`config.mk`:
```
export PLATFORM = sky130hd
export DESIGN_NAME = tmc_top
export DESIGN_NICKNAME = d
export VERILOG_FILES = /design/src/hdl/tmc_top.v
export VERILOG_INCLUDE_DIRS = /design/src /design/src/hdl
export SDC_FILE = /design/constraint.sdc
export NUM_CORES = 1
export LEC_CHECK = 0
export BUFFER_PORTS_ARGS = -buffer_cell sky130_fd_sc_hd__clkbuf_2
export CORE_ASPECT_RATIO = 1.1
export CORE_MARGIN = 2
export CORE_UTILIZATION = 60
export DETAILED_ROUTE_END_ITERATION = 16
export PLACE_DENSITY = 0.95
export SETUP_SLACK_MARGIN = 0.3
export SYNTH_ARGS = -nofsm -noshare
export SYNTH_HDL_FRONTEND = slang
export SYNTH_SLANG_ARGS = --single-unit
```
`constraint.sdc`:
```
create_clock -name REF_CLK -period 21.9 [get_ports REF_CLK]
set_input_delay 3.285 -clock REF_CLK [delete_from_list [all_inputs] [get_ports REF_CLK]]
set_output_delay 3.285 -clock REF_CLK [all_outputs]
set_load 0.005 [all_outputs]
```
`src/hdl/tmc_map.vh`:
```
`ifndef TMC_MAP_VH
`define TMC_MAP_VH
// Register byte offsets on the AXI4-Lite port.
`define TMC_OFS_MODE0     8'h00
`define TMC_OFS_MODE1     8'h04
`define TMC_OFS_MODE2     8'h08
`define TMC_OFS_MODE3     8'h0C
`define TMC_OFS_MODE4     8'h10
`define TMC_OFS_IOH0      8'h20
`define TMC_OFS_IOL0      8'h24
`define TMC_OFS_IO1       8'h28
`define TMC_OFS_IO2       8'h2C
`define TMC_OFS_IOH3      8'h30
`define TMC_OFS_IOL3      8'h34
`define TMC_OFS_IOH4      8'h38
`define TMC_OFS_IOL4      8'h3C
`define TMC_OFS_CLKSEL4   8'h40
`define TMC_OFS_STATUS4   8'h44
// Reset values.
`define TMC_MODE_RST      8'hC0
`define TMC_IO_RST        8'h00
`define TMC_CLKSEL_RST    3'h0
// Field positions.
`define TMC_BIT_BUF_SECOND 5
`define TMC_BIT_BUF_FIRST  4
`define TMC_MODE_FIXED     8'hC0
// Mode codes.
`define TMC_MD_NORMAL     4'h0
`define TMC_MD_PWM1       4'h2
`define TMC_MD_PWM2       4'h3
`define TMC_MD_PHASE1     4'h4
`define TMC_MD_RSYNC      4'h8
`define TMC_MD_CPWM1      4'hD
`define TMC_MD_CPWM2      4'hE
`define TMC_MD_CPWM3      4'hF
// Prescaler divisor exponents of two (largest divisor is 2 to the power 10, 1024).
`define TMC_PRESC_MAX     10
// AXI responses.
`define TMC_RESP_OKAY     2'h0
`define TMC_RESP_SLVERR   2'h2
`endif

```
`src/hdl/tmc_top.v`:
```
// Notes on behaviour
// Channel four clock select: codes 0-5 internal divide 1..1024, 6 input A, 7 input B.
// Five channels each own an 8-bit readable, writable mode register.
// Mode registers reset to C0 on power-on or standby; manual reset leaves them.
// Mode bits 7 and 6 always read one; writes to them do nothing.
// Bit 5 set makes fourth register buffer the second; fourth then never matches.
// Bit 4 set makes third register buffer the first; third then never matches.
// Channels one and two read buffer bits as zero and ignore writes.
// Mode field: 0 normal, 2/3 PWM, 4-7 phase counting, 8 reset-sync PWM.
// Codes D, E, F complementary PWM transferring at peak, valley, or both.
// Software never writes reserved mode codes 1, 9, A, B, C.
// Software never programs PWM mode 2 on channels three or four.
// Software never programs phase counting on channels zero, three or four.
// Channel three in reset-sync or complementary PWM makes channel four follow it.
// Software writes reset-sync or complementary codes only on channel three.
// Pin function registers: high and low for channels 0,3,4; one for 1,2.
// Pin function registers are 8 bits, reset zero on power-on or standby.
// High or only register: bits 7-4 second register, bits 3-0 first register.
// Low register: bits 7-4 fourth register, bits 3-0 third register.
// A buffering third or fourth register ignores its pin function field.
// Function codes 0xxx output compare, 1xxx input capture with edge choice.
// A buffering third or fourth register never clears the counter.
// Configuration changes take effect from the next count-clock edge.
//
// Decided for this implementation: the placing of the registers and the AXI4-Lite interface to the registers.
`timescale 1ns/100ps
`include "tmc_map.vh"
module tmc_top (
    // Clock, reset, enable, standby.
    input  wire        REF_CLK,
    input  wire        RESET_N,
    input  wire        CLK_EN,
    input  wire        STANDBY,
    // AXI4-Lite write address.
    input  wire [7:0]  S_AXI_AWADDR,
    input  wire        S_AXI_AWVALID,
    output wire        S_AXI_AWREADY,
    // AXI4-Lite write data.
    input  wire [31:0] S_AXI_WDATA,
    input  wire [3:0]  S_AXI_WSTRB,
    input  wire        S_AXI_WVALID,
    output wire        S_AXI_WREADY,
    // AXI4-Lite write response.
    output reg  [1:0]  S_AXI_BRESP,
    output reg         S_AXI_BVALID,
    input  wire        S_AXI_BREADY,
    // AXI4-Lite read address.
    input  wire [7:0]  S_AXI_ARADDR,
    input  wire        S_AXI_ARVALID,
    output wire        S_AXI_ARREADY,
    // AXI4-Lite read data.
    output reg  [31:0] S_AXI_RDATA,
    output reg  [1:0]  S_AXI_RRESP,
    output reg         S_AXI_RVALID,
    input  wire        S_AXI_RREADY,
    // External count inputs for channel four.
    input  wire        EXT_COUNT_IN_A,
    input  wire        EXT_COUNT_IN_B,
    // Channel four count enable and effective configuration.
    output reg         CH4_COUNT_TICK,
    output reg  [3:0]  CH4_EFF_MODE,
    output reg  [1:0]  CH4_EFF_BUF,
    // Per-register function codes in effect, channel-major, four bits each.
    output reg  [79:0] EFF_FUNC,
    // Compare match and counter clear permitted per register (A,B,C,D per channel).
    output reg  [19:0] MATCH_ALLOWED,
    output reg  [19:0] CLEAR_ALLOWED,
    // Decoded channel modes, one-hot class per channel.
    output reg  [4:0]  CH_PWM,
    output reg  [4:0]  CH_PHASE,
    output reg  [4:0]  CH_CPWM
);

    localparam ST_IDLE = 3'b001;
    localparam ST_RESP = 3'b010;
    localparam ST_HOLD = 3'b100;

    // Reset synchroniser and pin synchronisers.
    reg  [1:0]  rst_sync;
    wire        rst_n = rst_sync[1];
    reg  [1:0]  ext_a_sync;
    reg  [1:0]  ext_b_sync;
    reg         ext_a_prev;
    reg         ext_b_prev;

    // Register storage; power-on clears all of it, standby all but presc_cnt, nothing else does.
    reg  [5:0]  mode_store [0:4];
    reg  [7:0]  io_high [0:4];
    reg  [7:0]  io_low  [0:4];
    reg  [2:0]  count_source_sel;
    reg  [9:0]  presc_cnt;

    // Write channel state.
    reg  [2:0]  wr_state;
    reg         aw_held;
    reg         w_held;
    reg  [7:0]  aw_addr;
    reg  [31:0] w_data;
    reg  [3:0]  w_strb;

    integer     i;

    function is_io_high_slot;
        input [7:0] a;
        begin
            is_io_high_slot = (a == `TMC_OFS_IOH0) || (a == `TMC_OFS_IO1) ||
                              (a == `TMC_OFS_IO2)  || (a == `TMC_OFS_IOH3) ||
                              (a == `TMC_OFS_IOH4);
        end
    endfunction

    // Channel index of an address within the io block.
    function [2:0] io_chan;
        input [7:0] a;
        begin
            case (a)
                `TMC_OFS_IOH0, `TMC_OFS_IOL0: io_chan = 3'h0;
                `TMC_OFS_IO1:                 io_chan = 3'h1;
                `TMC_OFS_IO2:                 io_chan = 3'h2;
                `TMC_OFS_IOH3, `TMC_OFS_IOL3: io_chan = 3'h3;
                default:                      io_chan = 3'h4;
            endcase
        end
    endfunction

    function mapped;
        input [7:0] a;
        begin
            mapped = (a[1:0] == 2'h0) &&
                     ((a <= `TMC_OFS_MODE4) || (a >= `TMC_OFS_IOH0 &&
                      a <= `TMC_OFS_STATUS4));
        end
    endfunction

    // Mode register read value with fixed bits.
    function [7:0] mode_view;
        input [2:0] ch;
        input [5:0] v;
        begin
            if (ch == 3'h1 || ch == 3'h2)
                mode_view = `TMC_MODE_FIXED | {4'h0, v[3:0]};
            else
                mode_view = `TMC_MODE_FIXED | {2'h0, v};
        end
    endfunction

    function [31:0] read_value;
        input [7:0] a;
        begin
            read_value = 32'h0;
            if (a <= `TMC_OFS_MODE4)
                read_value = {24'h0, mode_view(a[4:2], mode_store[a[4:2]])};
            else if (a == `TMC_OFS_CLKSEL4)
                read_value = {29'h0, count_source_sel};
            else if (a == `TMC_OFS_STATUS4)
                read_value = {18'h0, CH4_EFF_BUF, CH4_EFF_MODE, 8'h0};
            else if (is_io_high_slot(a))
                read_value = {24'h0, io_high[io_chan(a)]};
            else
                read_value = {24'h0, io_low[io_chan(a)]};
        end
    endfunction

    wire wr_go = aw_held && w_held && (wr_state == ST_IDLE);

    // Readies drop while the enable is low, so no beat is taken that frozen logic would miss.
    assign S_AXI_AWREADY = CLK_EN && (wr_state == ST_IDLE) && !aw_held;
    assign S_AXI_WREADY  = CLK_EN && (wr_state == ST_IDLE) && !w_held;
    assign S_AXI_ARREADY = CLK_EN && !S_AXI_RVALID;

    always @(posedge REF_CLK or negedge RESET_N) begin
        if (!RESET_N) begin
            rst_sync <= 2'h0;
        end else begin
            rst_sync <= {rst_sync[0], 1'b1};
        end
    end

    // Write path: address and data taken in either order, then answered.
    always @(posedge REF_CLK or negedge rst_n) begin
        if (!rst_n) begin
            wr_state         <= ST_IDLE;
            aw_held          <= 1'b0;
            w_held           <= 1'b0;
            aw_addr          <= 8'h0;
            w_data           <= 32'h0;
            w_strb           <= 4'h0;
            S_AXI_BVALID     <= 1'b0;
            S_AXI_BRESP      <= `TMC_RESP_OKAY;
            count_source_sel <= `TMC_CLKSEL_RST;
            for (i = 0; i < 5; i = i + 1) begin
                mode_store[i] <= 6'h0;
                io_high[i]    <= `TMC_IO_RST;
                io_low[i]     <= `TMC_IO_RST;
            end
        end else if (CLK_EN) begin
            if (STANDBY) begin
                count_source_sel <= `TMC_CLKSEL_RST;
                for (i = 0; i < 5; i = i + 1) begin
                    mode_store[i] <= 6'h0;
                    io_high[i]    <= `TMC_IO_RST;
                    io_low[i]     <= `TMC_IO_RST;
                end
            end
            case (wr_state)
                ST_IDLE: begin
                    if (S_AXI_AWVALID && !aw_held) begin
                        aw_held <= 1'b1;
                        aw_addr <= S_AXI_AWADDR;
                    end
                    if (S_AXI_WVALID && !w_held) begin
                        w_held <= 1'b1;
                        w_data <= S_AXI_WDATA;
                        w_strb <= S_AXI_WSTRB;
                    end
                    if (wr_go) begin
                        wr_state <= ST_RESP;
                    end
                end
                ST_RESP: begin
                    aw_held      <= 1'b0;
                    w_held       <= 1'b0;
                    S_AXI_BVALID <= 1'b1;
                    S_AXI_BRESP  <= (mapped(aw_addr) && aw_addr != `TMC_OFS_STATUS4)
                                    ? `TMC_RESP_OKAY : `TMC_RESP_SLVERR;
                    if (mapped(aw_addr) && w_strb[0] && !STANDBY) begin
                        if (aw_addr <= `TMC_OFS_MODE4) begin
                            if (aw_addr[4:2] == 3'h1 || aw_addr[4:2] == 3'h2)
                                mode_store[aw_addr[4:2]] <= {2'h0, w_data[3:0]};
                            else
                                mode_store[aw_addr[4:2]] <= w_data[5:0];
                        end else if (aw_addr == `TMC_OFS_CLKSEL4) begin
                            count_source_sel <= w_data[2:0];
                        end else if (aw_addr == `TMC_OFS_STATUS4) begin
                            count_source_sel <= count_source_sel;
                        end else if (is_io_high_slot(aw_addr)) begin
                            io_high[io_chan(aw_addr)] <= w_data[7:0];
                        end else begin
                            io_low[io_chan(aw_addr)] <= w_data[7:0];
                        end
                    end
                    wr_state <= ST_HOLD;
                end
                ST_HOLD: begin
                    if (S_AXI_BREADY) begin
                        S_AXI_BVALID <= 1'b0;
                        wr_state     <= ST_IDLE;
                    end
                end
                default: begin
                    wr_state <= ST_IDLE;
                end
            endcase
        end
    end

    // Read path: one cycle after the address is taken.
    always @(posedge REF_CLK or negedge rst_n) begin
        if (!rst_n) begin
            S_AXI_RVALID <= 1'b0;
            S_AXI_RDATA  <= 32'h0;
            S_AXI_RRESP  <= `TMC_RESP_OKAY;
        end else if (CLK_EN) begin
            if (S_AXI_ARVALID && !S_AXI_RVALID) begin
                S_AXI_RVALID <= 1'b1;
                S_AXI_RDATA  <= mapped(S_AXI_ARADDR) ? read_value(S_AXI_ARADDR) : 32'h0;
                S_AXI_RRESP  <= mapped(S_AXI_ARADDR) ? `TMC_RESP_OKAY : `TMC_RESP_SLVERR;
            end else if (S_AXI_RVALID && S_AXI_RREADY) begin
                S_AXI_RVALID <= 1'b0;
            end
        end
    end

    // Channel four count source: prescaler and synchronised external edges.
    always @(posedge REF_CLK or negedge rst_n) begin
        if (!rst_n) begin
            ext_a_sync     <= 2'h0;
            ext_b_sync     <= 2'h0;
            ext_a_prev     <= 1'b0;
            ext_b_prev     <= 1'b0;
            presc_cnt      <= 10'h0;
            CH4_COUNT_TICK <= 1'b0;
        end else if (CLK_EN) begin
            ext_a_sync <= {ext_a_sync[0], EXT_COUNT_IN_A};
            ext_b_sync <= {ext_b_sync[0], EXT_COUNT_IN_B};
            ext_a_prev <= ext_a_sync[1];
            ext_b_prev <= ext_b_sync[1];
            presc_cnt  <= presc_cnt + 10'h1;
            case (count_source_sel)
                3'h0:    CH4_COUNT_TICK <= 1'b1;
                3'h1:    CH4_COUNT_TICK <= (presc_cnt[1:0] == 2'h3);
                3'h2:    CH4_COUNT_TICK <= (presc_cnt[3:0] == 4'hF);
                3'h3:    CH4_COUNT_TICK <= (presc_cnt[5:0] == 6'h3F);
                3'h4:    CH4_COUNT_TICK <= (presc_cnt[7:0] == 8'hFF);
                3'h5:    CH4_COUNT_TICK <= (presc_cnt == 10'h3FF);
                3'h6:    CH4_COUNT_TICK <= ext_a_sync[1] && !ext_a_prev;
                default: CH4_COUNT_TICK <= ext_b_sync[1] && !ext_b_prev;
            endcase
        end
    end

    // Effective configuration, latched only on channel four count ticks so
    // a change never lands between two counter steps.
    wire        ch3_drives4 = (mode_store[3][3:0] == `TMC_MD_RSYNC) ||
                              (mode_store[3][3:0] >= `TMC_MD_CPWM1);
    reg  [3:0]  md [0:4];
    reg  [1:0]  bf [0:4];
    integer     c;
    integer     k;

    // Mode and buffer bits in effect; channel four takes channel three's when driven.
    always @* begin
        for (k = 0; k < 5; k = k + 1) begin
            md[k] = mode_store[k][3:0];
            bf[k] = mode_store[k][5:4];
        end
        if (ch3_drives4) begin
            md[4] = mode_store[3][3:0];
            bf[4] = mode_store[3][5:4];
        end
    end

    always @(posedge REF_CLK or negedge rst_n) begin
        if (!rst_n) begin
            EFF_FUNC      <= 80'h0;
            MATCH_ALLOWED <= 20'h0;
            CLEAR_ALLOWED <= 20'h0;
            CH_PWM        <= 5'h0;
            CH_PHASE      <= 5'h0;
            CH_CPWM       <= 5'h0;
            CH4_EFF_MODE  <= `TMC_MD_NORMAL;
            CH4_EFF_BUF   <= 2'h0;
        end else if (CLK_EN && CH4_COUNT_TICK) begin
            for (c = 0; c < 5; c = c + 1) begin
                CH_PWM[c]   <= (md[c] == `TMC_MD_PWM1) || (md[c] == `TMC_MD_PWM2) ||
                               (md[c] == `TMC_MD_RSYNC);
                CH_PHASE[c] <= (md[c][3:2] == 2'h1);
                CH_CPWM[c]  <= (md[c] >= `TMC_MD_CPWM1);
                // Bit 3 of each code picks capture over compare.
                EFF_FUNC[c*16 +: 8]    <= io_high[c];
                EFF_FUNC[c*16+8 +: 4]  <= bf[c][0] ? 4'h0 : io_low[c][3:0];
                EFF_FUNC[c*16+12 +: 4] <= bf[c][1] ? 4'h0 : io_low[c][7:4];
                MATCH_ALLOWED[c*4 +: 4] <= {~bf[c][1], ~bf[c][0], 2'h3};
                CLEAR_ALLOWED[c*4 +: 4] <= {~bf[c][1], ~bf[c][0], 2'h3};
            end
            CH4_EFF_MODE <= md[4];
            CH4_EFF_BUF  <= bf[4];
        end
    end

endmodule

```
==> run metrics <==
count of vias placed by the detailed router=10,000; basic-gate share of the synthesized area counting and, or, nand and nor cells=15.5%; diode insertion count for antenna repair=0; # resized after CTS=0; Hold Path Class=register to register; drt initial violations=917; share of the clock period used by the worst path after layout=35.8%; Max FO, Critical Path=38; Sum Neg Setup Slack=0 ns; synthesized instance count=1,215; endpoint of the worst-slack reg-to-reg timing path=io_low[15]; Final Hold Fails=0; global-route wire length before repair=52.0 mm; worst-path cell chain=clkbuf_2, buf_4, nand2_1, or3_1, nor2_1, clkbuf_2; most frequent CP cell=clkbuf_2; final layout net count=1,406; EDFF count, synth=0; post-synthesis adder-cell area fraction=0.0974%; Die Y-Extent=157 microns; initial cell density of the core=60.7%; worst endpoint data arrival time=4.56 ns; Worst path top cell family by delay=simple AND/OR/NAND/NOR gates; total routed wirelength=33.5 mm; setup repair after global routing missed its margin=false; via count of the first global-routing pass=9,737; drt drc=0; grt met2 use=46.6%; number of slew-limit violations in the final report=0; result of the run=complete, no violations; busiest layer in global routing=met2; Routability Congestion=0.944; Layout Area Growth over Synthesis=14.6%; post-synthesis async set-or-reset flop share=100%; final global-route overflow total=0; capture endpoint of the worst hold path=rst_sync[1]; hold path start=rst_sync[0]; I/O pin count=246; power per cell area=89.2 mW/mm^2; first-pass iteration count of the detailed router=6; count of different cell masters after synthesis=75; Hold Crit Depth=0; sink count of the clock tree=284; worst supply voltage drop on vdd=0.0906 mV; Clock Tree Buf Depth=3; final critical-path required period=7.84 ns; HPWL after DPL=22.6 mm; Hold Worst Slack=0.356 ns; number of buffers inserted by post-CTS setup repair=0; dominant cells by area after synthesis=dfrtp_1 55%, mux2_2 5.8%, nand2_1 5.5%; post-place instance area=0.0137 sq mm; leading register cell type out of synthesis=dfrtp_1; max-cap viol count=0; post-route clock skew=0.0234 ns; most area-hungry cell type in the Yosys netlist=dfrtp_1; startpoint of the worst-slack reg-to-reg timing path=aw_addr[1]; endpoint type of the worst setup path=output pin; Routed Antenna Nets=0; xor/xnor cell area share of the yosys netlist=0.614%; count of placed standard cells in the final layout, fillers left out=1,654; detailed-route wire length per cell=20.3 microns; width of the chip=144 microns; cell area after synthesis=0.0128 sq mm; compound-cell area share of the yosys netlist=13.9%; sequential element share of the synthesized area=55.3%; required time of the critical path=18.62 ns; met3 track demand over resource in global routing=5.45%; setup slack of the most critical reg-to-reg path=18.89 ns; cell depth of the worst flop-to-flop path=5; deepest level of the CTS H-tree=1; per-instance average area after synthesis=10.6 sq um; via/cell ratio=6.07; largest net degree at the start of global routing=167; hold-fix buffer count after cts=0; final standard cell area without fillers=0.0147 sq mm; number of buffer and inverter stages on the critical path=3; CTS tree=done; share of post-route cells with drive strength above 1=25.4%; buffer type at the clock tree root=clkbuf_16; worst max-slew margin expressed relative to the limit=18.5%; area share of the leading cell type in the synthesized netlist=55.1%; Slowest cell on crit path=buf_4; register bit total from synthesis=284; worst stage delay on the critical path=0.39 ns; placement row count=56; startpoint types=input port; GRT Overall Usage=29.3%; Final setup viols=0; met1 usage in global routing=39.3%; Std-Cell Core Area=0.0212 sq mm; total of warnings raised by yosys=0; Port Buffer Count=198; number of antenna violations at the first check in global routing=0; placed cell count=1,602; critical path type=input port to output pin; combinational family with the most area after synthesis=simple AND/OR/NAND/NOR gates; actual slew at the worst max-slew pin=1.22 ns; mux cell area share after synthesis=8.59%; Clock transition at path regs=0.06 ns; static leakage=7.11 nW; Skew-Pair Late Insertion Delay=0.55 ns; # fillers=1,497; Die ar.=0.0226 sq mm; fmax=128 MHz; TritonCTS Buffers=28
## per-stage QoR
stage	setup WS [ns]	utilization, %	power [W]
final	14.06	69.6	0.00131
after global routing	13.96	69.6	0.00135
after CTS	14.06	69.6	0.00131
after detailed placement	14.08	64.6	0.000778
after global placement	14.12	64.6	0.000766
after floorplan	13.40	-	0.000720
## state kept, by name, indices dropped and copies added, names as in the netlist, 10 cells and up
name / count
EFF_FUNC: 80
io_high: 40
io_low: 40
md: 16
S_AXI_RDATA: 14
CLEAR_ALLOWED: 11
presc_cnt: 10
## final cells by class
cell class              instances  area [sq um]  area share (%)
repair buffers                205          1060            7.18
clock inverters                11           189            1.28
flip-flops and latches        284          7110            48.3
multi-input cells             805          5070            34.4
clock buffers                  41           861            5.85
well taps                     290           363            2.47
inverters                      18          67.6           0.459
## cell usage after synthesis, types with 12 or more instances
cell	count
nor2_1	36
a22o_1	43
a21oi_1	27
o21ai_0	122
inv_1	18
buf_4	49
clkbuf_1	60
dfrtp_1	283
nand2_1	187
mux2i_1	36
mux2_2	66
nor3_1	16
and3_1	12
nor2b_1	14
nand3_1	21
and2_1	18
nand2b_1	44
## kinds of logic after synthesis
family | Yosys count
flip-flops | 284
multiplexers | 102
AO/OA/AOI/OAI | 273
AND/OR/NAND/NOR | 399
XOR/XNOR | 9
buffers and inverters | 145
adder cells (fa/ha/maj) | 1
other | 2
## layout by cell type, fill, tap and decap left out, types with 5 or more instances in the layout
cell,n
a21oi_1,27
a22o_1,43
a2bb2oi_1,5
a31oi_1,6
a32oi_1,6
and2_1,18
and3_1,12
buf_4,6
bufinv_16,5
clkbuf_16,29
clkbuf_2,198
clkbuf_8,9
conb_1,21
dfrtp_1,282
inv_1,18
mux2_2,66
mux2i_1,36
nand2_1,185
nand2b_1,44
nand3_1,21
nand3b_1,6
nand4_1,7
nor2_1,36
nor2b_1,14
nor3_1,16
nor4_1,5
o211ai_1,8
o21ai_0,122
o21ai_2,6
o221ai_1,5
xnor2_1,6
## metal layers
layer | part of all wire, % | routed length, microns
met1 | 39 | 13100
met4 | 4.6 | 1550
met5 | 0 | 0
met3 | 9.4 | 3140
met2 | 47 | 15800
## worst max-delay path by stage
stage | slack, ns | start | cells after the start | end
floorplan | 13.40 | rst_sync[1] | 0 | CH4_COUNT_TICK
global placement | 14.12 | CLK_EN | 6 | S_AXI_AWREADY
detailed placement | 14.08 | CLK_EN | 6 | S_AXI_AWREADY
CTS | 14.06 | CLK_EN | 6 | S_AXI_AWREADY
global route | 13.96 | CLK_EN | 6 | S_AXI_AWREADY
finish | 14.06 | CLK_EN | 6 | S_AXI_AWREADY
## power by group
part	switching (W)	internal (W)	total, W
registers	0.0000809	0.000558	0.000639
logic	0.0000816	0.0000559	0.000138
clock network	0.000205	0.000331	0.000536
total	0.000368	0.000944	0.00131
Power figures use the tool's default switching activity.
